$ cat src/rtl/umcls_defines.svh
// Constants for the UART modem control and line status block
// Operation
// - While shutdown is set, FIFOs, receiver state and status flags are cleared.
// - Line invert flips the polarity of serial transmit and receive.
// - Multi-drop enable selects multi-drop mode; it resets to zero.
// - Echo mode feeds the receiver from the internal transmit stream.
// - Echo mode ignores modem inputs; low control bits drive modem status.
// - Echo mode holds the RTS and DTR pins inactive.
// - In echo mode aux_out_b shows as carrier detect, aux_out_a as ring.
// - RTS pin is the inverse of its bit; in echo it feeds CTS status.
// - DTR pin is the inverse of its bit; in echo it feeds DSR status.
// - FIFO fault summary sets while any stored entry carries an error.
// - Status read clears the summary only when no stored entry has error.
// - All-idle sets only with holding, shift register empty and idle.
// - During a transmit break both transmit empty flags stay zero.
// - Holding-vacant sets when holding register or FIFO is empty.
// - Break seen when receive line stays low a full character time.
// - Each break loads one null entry with framing error into the FIFO.
// - Stop-bit fault flags a low stop bit; it follows the top entry.
// - Parity fault shows a parity mismatch of the top entry.
// - Without FIFO, a character arriving before the last was read overflows.
// - With full FIFO a new character is dropped, overflow set, read clears.
// - Receive available sets when a character enters the buffer or FIFO.
`ifndef UMCLS_DEFINES_SVH
`define UMCLS_DEFINES_SVH

`define UMCLS_OFS_RBR       8'h00
`define UMCLS_OFS_FMT       8'h0C
`define UMCLS_OFS_MCR       8'h10
`define UMCLS_OFS_LSR       8'h14
`define UMCLS_OFS_MSR       8'h18

`define UMCLS_MCR_SHUTDOWN  7
`define UMCLS_MCR_INVERT    6
`define UMCLS_MCR_MDROP     5
`define UMCLS_MCR_ECHO      4
`define UMCLS_MCR_AUXB      3
`define UMCLS_MCR_AUXA      2
`define UMCLS_MCR_RTS       1
`define UMCLS_MCR_DTR       0
`define UMCLS_MCR_RESET     8'h00

`define UMCLS_FMT_PAR_EN    3
`define UMCLS_FMT_PAR_EVEN  4
`define UMCLS_FMT_FIFO_EN   5
`define UMCLS_FMT_RESET     6'h03

`define UMCLS_ENT_BRK       10
`define UMCLS_ENT_FE        9
`define UMCLS_ENT_PE        8
`define UMCLS_FIFO_DEPTH    5'h10

`define UMCLS_OVS_MID       4'h7
`define UMCLS_OVS_LAST      4'hF
`define UMCLS_BITS_MIN      3'h4
`define UMCLS_PIN_IDLE      5'h1F

`endif

$ cat src/rtl/umcls_pkg.sv
// Types of the UART modem control and line status block
package umcls_pkg;

	typedef enum logic [2:0] {
		RX_IDLE, RX_START, RX_DATA, RX_PARITY, RX_STOP, RX_BREAK
	} umcls_rx_e;

	typedef struct packed {
		logic [15:0][10:0] mem;
		logic [3:0]        wrPtr;
		logic [3:0]        rdPtr;
		logic [4:0]        count;
		logic [4:0]        errCount;
	} umcls_fifo_s;

	typedef struct packed {
		logic        wbAck;
		logic [31:0] wbDat;
		logic [7:0]  mcr;
		logic [5:0]  fmt;
		logic [3:0]  modemStat;
		logic        fault;
		logic        overflow;
		logic        txAllIdle;
		logic        txVacant;
		logic        txd;
		logic        rtsN;
		logic        dtrN;
		logic        shutdown;
		logic        multidrop;
		logic [4:0]  sync1;
		logic [4:0]  sync2;
		logic [4:0]  sync3;
		logic [4:0]  filt;
		umcls_rx_e   rxState;
		logic [3:0]  ovsCnt;
		logic [2:0]  bitIdx;
		logic [7:0]  shift;
		logic        parAcc;
		logic        allZero;
		logic        parErr;
	} umcls_state_s;

endpackage

$ cat src/rtl/umcls_line_status.sv
// Modem control, line status and receiver with a classic Wishbone slave
`timescale 1ns/1ps
`default_nettype none
`include "umcls_defines.svh"

module umcls_line_status (
	input  wire logic        clk,
	input  wire logic        resetn,
	input  wire logic        wb_cyc_i,
	input  wire logic        wb_stb_i,
	input  wire logic        wb_we_i,
	input  wire logic [7:0]  wb_adr_i,
	input  wire logic [3:0]  wb_sel_i,
	input  wire logic [31:0] wb_dat_i,
	output logic             wb_ack_o,
	output logic      [31:0] wb_dat_o,
	input  wire logic        baudTick,
	input  wire logic        txSerialIn,
	input  wire logic        txHoldEmpty,
	input  wire logic        txShiftEmpty,
	input  wire logic        txIdle,
	input  wire logic        txBreak,
	input  wire logic        rxdPin,
	input  wire logic        ctsPinN,
	input  wire logic        dsrPinN,
	input  wire logic        dcdPinN,
	input  wire logic        riPinN,
	output logic             txdPin,
	output logic             rtsPinN,
	output logic             dtrPinN,
	output logic             uartShutdown,
	output logic             multidropMode
);

	umcls_pkg::umcls_state_s st_reg;
	umcls_pkg::umcls_state_s st_next;

	logic        access;
	logic        wrEn;
	logic        lsrRead;
	logic        rbrRead;
	logic        echo;
	logic        rxLine;
	logic        pushValid;
	logic [10:0] pushData;
	logic        overrunEvt;
	logic        fullEff;
	logic [2:0]  lastIdx;
	logic [7:0]  lsrVal;
	logic [2:0]  topErr;
	logic        parMiss;
	logic        stopLow;
	logic [10:0] topData;
	logic        fifoEmpty;
	logic        fifoFull;
	logic        fifoErrAny;

	umcls_rx_fifo rxFifo (
		.clk       (clk),
		.resetn    (resetn),
		.flush     (st_reg.mcr[`UMCLS_MCR_SHUTDOWN]),
		.pushValid (pushValid),
		.pushData  (pushData),
		.popReq    (rbrRead),
		.topData   (topData),
		.empty     (fifoEmpty),
		.full      (fifoFull),
		.errAny    (fifoErrAny)
	);

	always_comb begin
		st_next = st_reg;
		access = wb_cyc_i && wb_stb_i && !st_reg.wbAck;
		wrEn = access && wb_we_i && wb_sel_i[0];
		lsrRead = access && !wb_we_i && (wb_adr_i == `UMCLS_OFS_LSR);
		rbrRead = access && !wb_we_i && (wb_adr_i == `UMCLS_OFS_RBR);
		echo = st_reg.mcr[`UMCLS_MCR_ECHO];
		pushValid = 1'b0;
		pushData = 11'h000;
		overrunEvt = 1'b0;
		parMiss = 1'b0;
		stopLow = 1'b0;
		lastIdx = 3'(`UMCLS_BITS_MIN + {1'b0, st_reg.fmt[1:0]});
		// Without FIFO the buffer holds a single character
		fullEff = st_reg.fmt[`UMCLS_FMT_FIFO_EN] ? fifoFull
			: !fifoEmpty;

		// Pin inputs: a rise counts once the second and third stages agree, a fall as soon as the second stage falls
		st_next.sync1 = {riPinN, dcdPinN, dsrPinN, ctsPinN, rxdPin};
		st_next.sync2 = st_reg.sync1;
		st_next.sync3 = st_reg.sync2;
		st_next.filt = (st_reg.sync2 & st_reg.sync3)
			| (st_reg.filt & ~(st_reg.sync2 ^ st_reg.sync3));

		// Receive source: internal transmit stream in echo mode
		if (echo) begin
			rxLine = txSerialIn;
		end else begin
			rxLine = st_reg.filt[0] ^ st_reg.mcr[`UMCLS_MCR_INVERT];
		end

		// Modem status as {carrier, ring, dsr, cts}
		if (echo) begin
			st_next.modemStat = {st_reg.mcr[`UMCLS_MCR_AUXB],
				st_reg.mcr[`UMCLS_MCR_AUXA],
				st_reg.mcr[`UMCLS_MCR_DTR],
				st_reg.mcr[`UMCLS_MCR_RTS]};
		end else begin
			st_next.modemStat = ~{st_reg.filt[3], st_reg.filt[4],
				st_reg.filt[2], st_reg.filt[1]};
		end

		// Line side outputs
		st_next.txd = (echo ? 1'b1 : txSerialIn)
			^ st_reg.mcr[`UMCLS_MCR_INVERT];
		st_next.rtsN = echo ? 1'b1 : !st_reg.mcr[`UMCLS_MCR_RTS];
		st_next.dtrN = echo ? 1'b1 : !st_reg.mcr[`UMCLS_MCR_DTR];
		st_next.shutdown = st_reg.mcr[`UMCLS_MCR_SHUTDOWN];
		st_next.multidrop = st_reg.mcr[`UMCLS_MCR_MDROP];

		// Transmit status, forced low during a break command
		st_next.txAllIdle = txHoldEmpty && txShiftEmpty && txIdle
			&& !txBreak;
		st_next.txVacant = txHoldEmpty && !txBreak;

		// Receiver, sixteen ticks per bit, samples in the bit middle
		case (st_reg.rxState)
			umcls_pkg::RX_IDLE: begin
				st_next.ovsCnt = 4'h0;
				if (!rxLine) begin
					st_next.rxState = umcls_pkg::RX_START;
				end
			end
			umcls_pkg::RX_START: begin
				if (baudTick) begin
					st_next.ovsCnt = st_reg.ovsCnt + 4'h1;
					if (st_reg.ovsCnt == `UMCLS_OVS_MID) begin
						st_next.ovsCnt = 4'h0;
						st_next.bitIdx = 3'h0;
						st_next.shift = 8'h00;
						st_next.parAcc = 1'b0;
						st_next.allZero = 1'b1;
						st_next.parErr = 1'b0;
						st_next.rxState = rxLine ? umcls_pkg::RX_IDLE
							: umcls_pkg::RX_DATA;
					end
				end
			end
			umcls_pkg::RX_DATA: begin
				if (baudTick) begin
					st_next.ovsCnt = st_reg.ovsCnt + 4'h1;
					if (st_reg.ovsCnt == `UMCLS_OVS_LAST) begin
						st_next.shift[st_reg.bitIdx] = rxLine;
						st_next.parAcc = st_reg.parAcc ^ rxLine;
						st_next.allZero = st_reg.allZero && !rxLine;
						st_next.bitIdx = st_reg.bitIdx + 3'h1;
						if (st_reg.bitIdx == lastIdx) begin
							st_next.rxState =
								st_reg.fmt[`UMCLS_FMT_PAR_EN]
								? umcls_pkg::RX_PARITY
								: umcls_pkg::RX_STOP;
						end
					end
				end
			end
			umcls_pkg::RX_PARITY: begin
				if (baudTick) begin
					st_next.ovsCnt = st_reg.ovsCnt + 4'h1;
					if (st_reg.ovsCnt == `UMCLS_OVS_LAST) begin
						// Even parity: data plus parity bit hold even ones
						parMiss = (st_reg.parAcc ^ rxLine)
							^ !st_reg.fmt[`UMCLS_FMT_PAR_EVEN];
						// Multi-drop uses the parity bit as an address mark
						st_next.parErr = parMiss
							&& !st_reg.mcr[`UMCLS_MCR_MDROP];
						st_next.allZero = st_reg.allZero && !rxLine;
						st_next.rxState = umcls_pkg::RX_STOP;
					end
				end
			end
			umcls_pkg::RX_STOP: begin
				if (baudTick) begin
					st_next.ovsCnt = st_reg.ovsCnt + 4'h1;
					if (st_reg.ovsCnt == `UMCLS_OVS_LAST) begin
						stopLow = !rxLine;
						if (stopLow && st_reg.allZero) begin
							// Whole character time low: one null entry
							pushData = 11'h000;
							pushData[`UMCLS_ENT_BRK] = 1'b1;
							pushData[`UMCLS_ENT_FE] = 1'b1;
							st_next.rxState = umcls_pkg::RX_BREAK;
						end else begin
							pushData = {1'b0, stopLow, st_reg.parErr,
								st_reg.shift};
							// Low stop bit: wait for mark, else a false start
							st_next.rxState = stopLow
								? umcls_pkg::RX_BREAK
								: umcls_pkg::RX_IDLE;
						end
						// Full buffer: character stays behind and is lost
						pushValid = !fullEff;
						overrunEvt = fullEff;
					end
				end
			end
			umcls_pkg::RX_BREAK: begin
				// No further entries until the line returns high
				if (rxLine) begin
					st_next.rxState = umcls_pkg::RX_IDLE;
				end
			end
			default: begin
				st_next.rxState = umcls_pkg::RX_IDLE;
			end
		endcase

		// Error bits of the entry at the read position
		topErr = fifoEmpty ? 3'h0
			: topData[`UMCLS_ENT_BRK:`UMCLS_ENT_PE];
		lsrVal = 8'h00;
		lsrVal[7] = st_reg.fault;
		lsrVal[6] = st_reg.txAllIdle;
		lsrVal[5] = st_reg.txVacant;
		lsrVal[4:2] = topErr;
		lsrVal[1] = st_reg.overflow;
		lsrVal[0] = !fifoEmpty;

		// Sticky flags: a new event wins over the clearing read
		st_next.fault = fifoErrAny
			|| (st_reg.fault && !lsrRead);
		st_next.overflow = overrunEvt
			|| (st_reg.overflow && !lsrRead);

		// Register writes
		if (wrEn) begin
			if (wb_adr_i == `UMCLS_OFS_MCR) begin
				st_next.mcr = wb_dat_i[7:0];
			end else if (wb_adr_i == `UMCLS_OFS_FMT) begin
				st_next.fmt = wb_dat_i[5:0];
			end
		end

		// Register reads; unmapped addresses answer zero
		st_next.wbAck = access;
		if (access && !wb_we_i) begin
			st_next.wbDat = 32'h0000_0000;
			if (wb_adr_i == `UMCLS_OFS_RBR) begin
				st_next.wbDat[7:0] = fifoEmpty ? 8'h00 : topData[7:0];
			end else if (wb_adr_i == `UMCLS_OFS_FMT) begin
				st_next.wbDat[5:0] = st_reg.fmt;
			end else if (wb_adr_i == `UMCLS_OFS_MCR) begin
				st_next.wbDat[7:0] = st_reg.mcr;
			end else if (wb_adr_i == `UMCLS_OFS_LSR) begin
				st_next.wbDat[7:0] = lsrVal;
			end else if (wb_adr_i == `UMCLS_OFS_MSR) begin
				st_next.wbDat[7:4] = st_reg.modemStat;
			end
		end

		// Shutdown holds receiver idle and status cleared
		if (st_reg.mcr[`UMCLS_MCR_SHUTDOWN]) begin
			st_next.rxState = umcls_pkg::RX_IDLE;
			st_next.ovsCnt = 4'h0;
			st_next.fault = 1'b0;
			st_next.overflow = 1'b0;
			pushValid = 1'b0;
		end
	end

	always_ff @(posedge clk or negedge resetn) begin
		if (!resetn) begin
			st_reg <= '0;
			st_reg.mcr <= `UMCLS_MCR_RESET;
			st_reg.fmt <= `UMCLS_FMT_RESET;
			st_reg.txAllIdle <= 1'b1;
			st_reg.txVacant <= 1'b1;
			st_reg.txd <= 1'b1;
			st_reg.rtsN <= 1'b1;
			st_reg.dtrN <= 1'b1;
			st_reg.sync1 <= `UMCLS_PIN_IDLE;
			st_reg.sync2 <= `UMCLS_PIN_IDLE;
			st_reg.sync3 <= `UMCLS_PIN_IDLE;
			st_reg.filt <= `UMCLS_PIN_IDLE;
			st_reg.rxState <= umcls_pkg::RX_IDLE;
		end else begin
			st_reg <= st_next;
		end
	end

	assign wb_ack_o = st_reg.wbAck;
	assign wb_dat_o = st_reg.wbDat;
	assign txdPin = st_reg.txd;
	assign rtsPinN = st_reg.rtsN;
	assign dtrPinN = st_reg.dtrN;
	assign uartShutdown = st_reg.shutdown;
	assign multidropMode = st_reg.multidrop;

endmodule
`default_nettype wire

$ cat src/rtl/umcls_rx_fifo.sv
// Receive FIFO holding characters with their error bits
`timescale 1ns/1ps
`default_nettype none
`include "umcls_defines.svh"

module umcls_rx_fifo (
	input  wire logic        clk,
	input  wire logic        resetn,
	input  wire logic        flush,
	input  wire logic        pushValid,
	input  wire logic [10:0] pushData,
	input  wire logic        popReq,
	output logic      [10:0] topData,
	output logic             empty,
	output logic             full,
	output logic             errAny
);

	umcls_pkg::umcls_fifo_s fifo_reg;
	umcls_pkg::umcls_fifo_s fifo_next;
	logic                   doPush;
	logic                   doPop;
	logic                   pushErr;
	logic                   popErr;

	always_comb begin
		fifo_next = fifo_reg;
		doPush = pushValid && (fifo_reg.count != `UMCLS_FIFO_DEPTH);
		doPop = popReq && (fifo_reg.count != 5'h00);
		pushErr = doPush && (|pushData[`UMCLS_ENT_BRK:`UMCLS_ENT_PE]);
		popErr = doPop &&
			(|fifo_reg.mem[fifo_reg.rdPtr][`UMCLS_ENT_BRK:`UMCLS_ENT_PE]);
		if (doPush) begin
			fifo_next.mem[fifo_reg.wrPtr] = pushData;
			fifo_next.wrPtr = fifo_reg.wrPtr + 4'h1;
		end
		if (doPop) begin
			fifo_next.rdPtr = fifo_reg.rdPtr + 4'h1;
		end
		fifo_next.count = fifo_reg.count + {4'h0, doPush} - {4'h0, doPop};
		// Count of stored entries with any error drives the summary flag
		fifo_next.errCount = fifo_reg.errCount + {4'h0, pushErr}
			- {4'h0, popErr};
		if (flush) begin
			fifo_next.wrPtr = 4'h0;
			fifo_next.rdPtr = 4'h0;
			fifo_next.count = 5'h00;
			fifo_next.errCount = 5'h00;
		end
	end

	always_ff @(posedge clk or negedge resetn) begin
		if (!resetn) begin
			fifo_reg <= '0;
		end else begin
			fifo_reg <= fifo_next;
		end
	end

	assign topData = fifo_reg.mem[fifo_reg.rdPtr];
	assign empty = (fifo_reg.count == 5'h00);
	assign full = (fifo_reg.count == `UMCLS_FIFO_DEPTH);
	assign errAny = (fifo_reg.errCount != 5'h00);

endmodule
`default_nettype wire

$ cat config.mk
export PLATFORM = sky130hd
export DESIGN_NAME = umcls_line_status
export DESIGN_NICKNAME = d
export VERILOG_FILES = /design/src/rtl/umcls_pkg.sv /design/src/rtl/umcls_line_status.sv /design/src/rtl/umcls_rx_fifo.sv
export VERILOG_INCLUDE_DIRS = /design/src /design/src/rtl
export SDC_FILE = /design/constraint.sdc
export NUM_CORES = 1
export LEC_CHECK = 0
export CAP_MARGIN = 0
export CORE_UTILIZATION = 40
export CTS_BUF_LIST = sky130_fd_sc_hd__clkbuf_8
export CTS_CLUSTER_DIAMETER = 100
export DETAILED_ROUTE_END_ITERATION = 16
export DONT_BUFFER_PORTS = 1
export HOLD_SLACK_MARGIN = 0.03
export SETUP_SLACK_MARGIN = 0.1
export SYNTH_ARGS = -nofsm -noshare
export SYNTH_HDL_FRONTEND = slang
export SYNTH_SLANG_ARGS = --single-unit
$ cat constraint.sdc
create_clock -name clk -period 9.31 [get_ports clk]
set_input_delay 1.862 -clock clk [delete_from_list [all_inputs] [get_ports clk]]
set_output_delay 1.862 -clock clk [all_outputs]
set_load 0.02 [all_outputs]
==> out/metrics.cfg <==
[synth]
synthCells=1171
ys_types=73
yosys.area.top_type=dfrtp_1
synth-edff-count=0
yosysMostFrequentCell=dfrtp_1
async_reset_ff_share_pct=100.0
synth_top_area_share_pct=47.31
synth_area_sq_um=12900
ys_warn_count=0
ys_seq_area_share_pct=52.81
synth.avg_cell_area_sq_um=11.02
ys_top_cells_by_area=dfrtp_1 (47%), mux4_2 (8.6%), nand2_1 (5.8%), dfstp_2 (5.5%), o21ai_0 (5.0%)
ys.flop_type=dfrtp_1
yosys-top-cells-count=dfrtp_1 (244), nand2_1 (200), o21ai_0 (129), o21ai_1 (50)
synth-seq-cells=271

[clock_network]
cts_buffers=46
clock_latency_ns=0.57
cts_resized=0
h-tree-depth=2
clkTransAtPathRegs_ns=0.06
post_cts_buffers=0
cts_root_buf=clkbuf_8
clock_path_buffers=3
cts_sinks=271
cts_hold_buf=0
cts_tree=done

[critical_path]
timing_worst_setup_path_type=reg -> reg
cp.required_ns=9.79
worstPathMaxFanout=34
end_kind=register
arrival_ns=4.86
crit_path_start_kind=register

[timing]
min_period_over_period_pct=46.98
finalSetupViolations=0
relSlewSlack_pct=36.32
rsz0062_at_grt=false
finalClockSkew_ns=0.01914
worstMarginPinSlew_ns=0.9528
fin_crit_ns=4.374
hold_viol_final=0
drv_slew=0
timing.fmax_mhz=228.6
setup_tns_ns=0
fin_ws_ns=4.936

[layout]
fin_nets=1229
instances_no_fill=1580
largest_reg_flops=194
areaGrowthSynthToFinish_pct=7.970
fillerInstances=3022
n_antenna_cell=0
postLayoutCellArea_sq_um=13930
drive_gt1_share_pct=17.23

[power]
peakVddDrop_uv=77.19
p_leak_uw=0.006007
powerDensity_nw_per_um2=167.3

[detailed_routing]
wl_um=28870
first_pass_iters=4
viasPerCell=5.328
wl_per_cell_um=18.27
drcViolationCount=0
dr_total_vias=8419
drt_iter0_drc=510
ant_nets=0

[place]
dp_cells=1497
place.gp.congestion=0.8369
pre_cts_slack_ns=4.476
hpwlAfterDp_um=17970
placement.io_buffers=0
dpl-instance-area_sq_um=12960

[floorplan]
core_area_sq_um=31640
initial_utilization_pct=40.79
pin_count=98
die_y_um=181.6
row_count=65
die_w_um=181.6
fp.dieArea_sq_um=32980

[global_route]
antenna_found_initial=0
grt_pass1_wl_um=47130
track_usage_pct=18.30
grt_pass1_vias=8478
grt_max_degree=272
grt_remaining_overflow=0

[min_path]
hp-class=reg -> reg

[job]
cap_violations=0

[status]
outcome=finished clean

-- layout by cell type, fill, tap and decap left out, types with 3 or more instances in the layout --
cell	netlist	final
a21o_1	8	8
a21oi_1	17	17
a221o_1	7	7
a22o_1	3	3
a22oi_1	4	4
a31oi_1	6	6
and2_1	10	10
buf_4	36	12
clkbuf_8	0	65
conb_1	1	24
dfrtp_1	244	242
dfstp_2	27	27
ha_1	24	24
inv_1	34	47
mux2_2	31	31
mux2i_1	21	21
mux4_2	49	49
nand2_1	200	200
nand2_4	4	4
nand2b_1	9	9
nand3_1	9	9
nand3b_1	10	10
nand4_1	11	11
nor2_1	49	49
nor2b_1	9	9
nor3_1	12	12
nor4b_1	3	3
o21a_1	4	4
o21ai_0	129	129
o21ai_1	50	50
or3_1	4	4
or4_1	3	3
xnor2_1	13	13
xor2_1	8	8
-- final cells by class --
cell class	instances	area, sq um	area share, %
clock buffer	65	894.6	6.421
clock inverter	18	82.58	0.5927
sequential	271	6820	48.95
timing repair buffer	12	90.09	0.6466
multi-input combinational	778	5415	38.86
inverter	34	127.6	0.9159
tap	402	503.0	3.610
-- worst max-delay path, cell delays in order (launching register included) --
cell	delay (ns)
dfrtp_4	0.62
buf_4	0.64
mux4_2	0.60
mux2_2	0.33
nor3_1	0.17
a31oi_1	0.06
o21a_1	0.22
ha_1	0.28
inv_1	0.04
ha_1	0.21
fa_1	0.41
a21oi_1	0.14
nor2_1	0.06
or3_1	0.34
a21oi_1	0.14
-- stage by stage --
| stage | hold slack [ns] | power (uW) | util [%] |
|---|---|---|---|
| final | 0.3507 | 2332 | 44.04 |
| after global routing | 0.3526 | 2421 | 44.04 |
| after CTS | 0.3521 | 2365 | 44.04 |
| after detailed placement | 0.3468 | 1256 | 40.95 |
| after global placement | 0.3470 | 1256 | 40.95 |
| after floorplan | 0.3452 | 1259 | - |
-- report_power, final --
part / internal [uW] / switching, uW / total [uW]
combinational: 10.2 / 22.7 / 32.8
sequential: 1190 / 8.67 / 1200
clock: 617 / 479 / 1100
-- cells by family after synthesis --
family,synth area share [%]
flops,52.81
xor+xnor,1.425
mux,12.89
fa+ha+maj,2.715
simple gates,12.95
buf+inv,5.943
compound gates,11.24
other cells,0.02906
-- metal layers --
layer	vias up	share of wire [%]	wire length [um]	global-route usage [%]
met1	4144	46	13270	24.98
met4	0	2.5	735	5.864
met5	-	0	0	0
li1	4023	-	-	-
met2	200	46	13220	28.91
met3	52	5.7	1640	4.152
-- final timing paths --
path	slack, ns	to	from	depth (start not counted)
max	4.94	rxFifo.fifo_reg[4]$_DFF_PN0_	rxFifo.fifo_reg[10]$_DFFE_PN0P_	14
max reg2reg	4.94	rxFifo.fifo_reg[4]$_DFF_PN0_	rxFifo.fifo_reg[10]$_DFFE_PN0P_	14
min reg2reg	0.35	st_next[26]$_DFF_PN1_	st_next[31]$_DFF_PN1_	0
min in group asynchronous	1.01	rxFifo.fifo_reg[2]$_DFF_PN0_	resetn	0
min	0.35	st_next[26]$_DFF_PN1_	st_next[31]$_DFF_PN1_	0
max in group asynchronous	7.86	rxFifo.fifo_reg[22]$_DFFE_PN0P_	resetn	0
(Power assumes the default switching activity.)
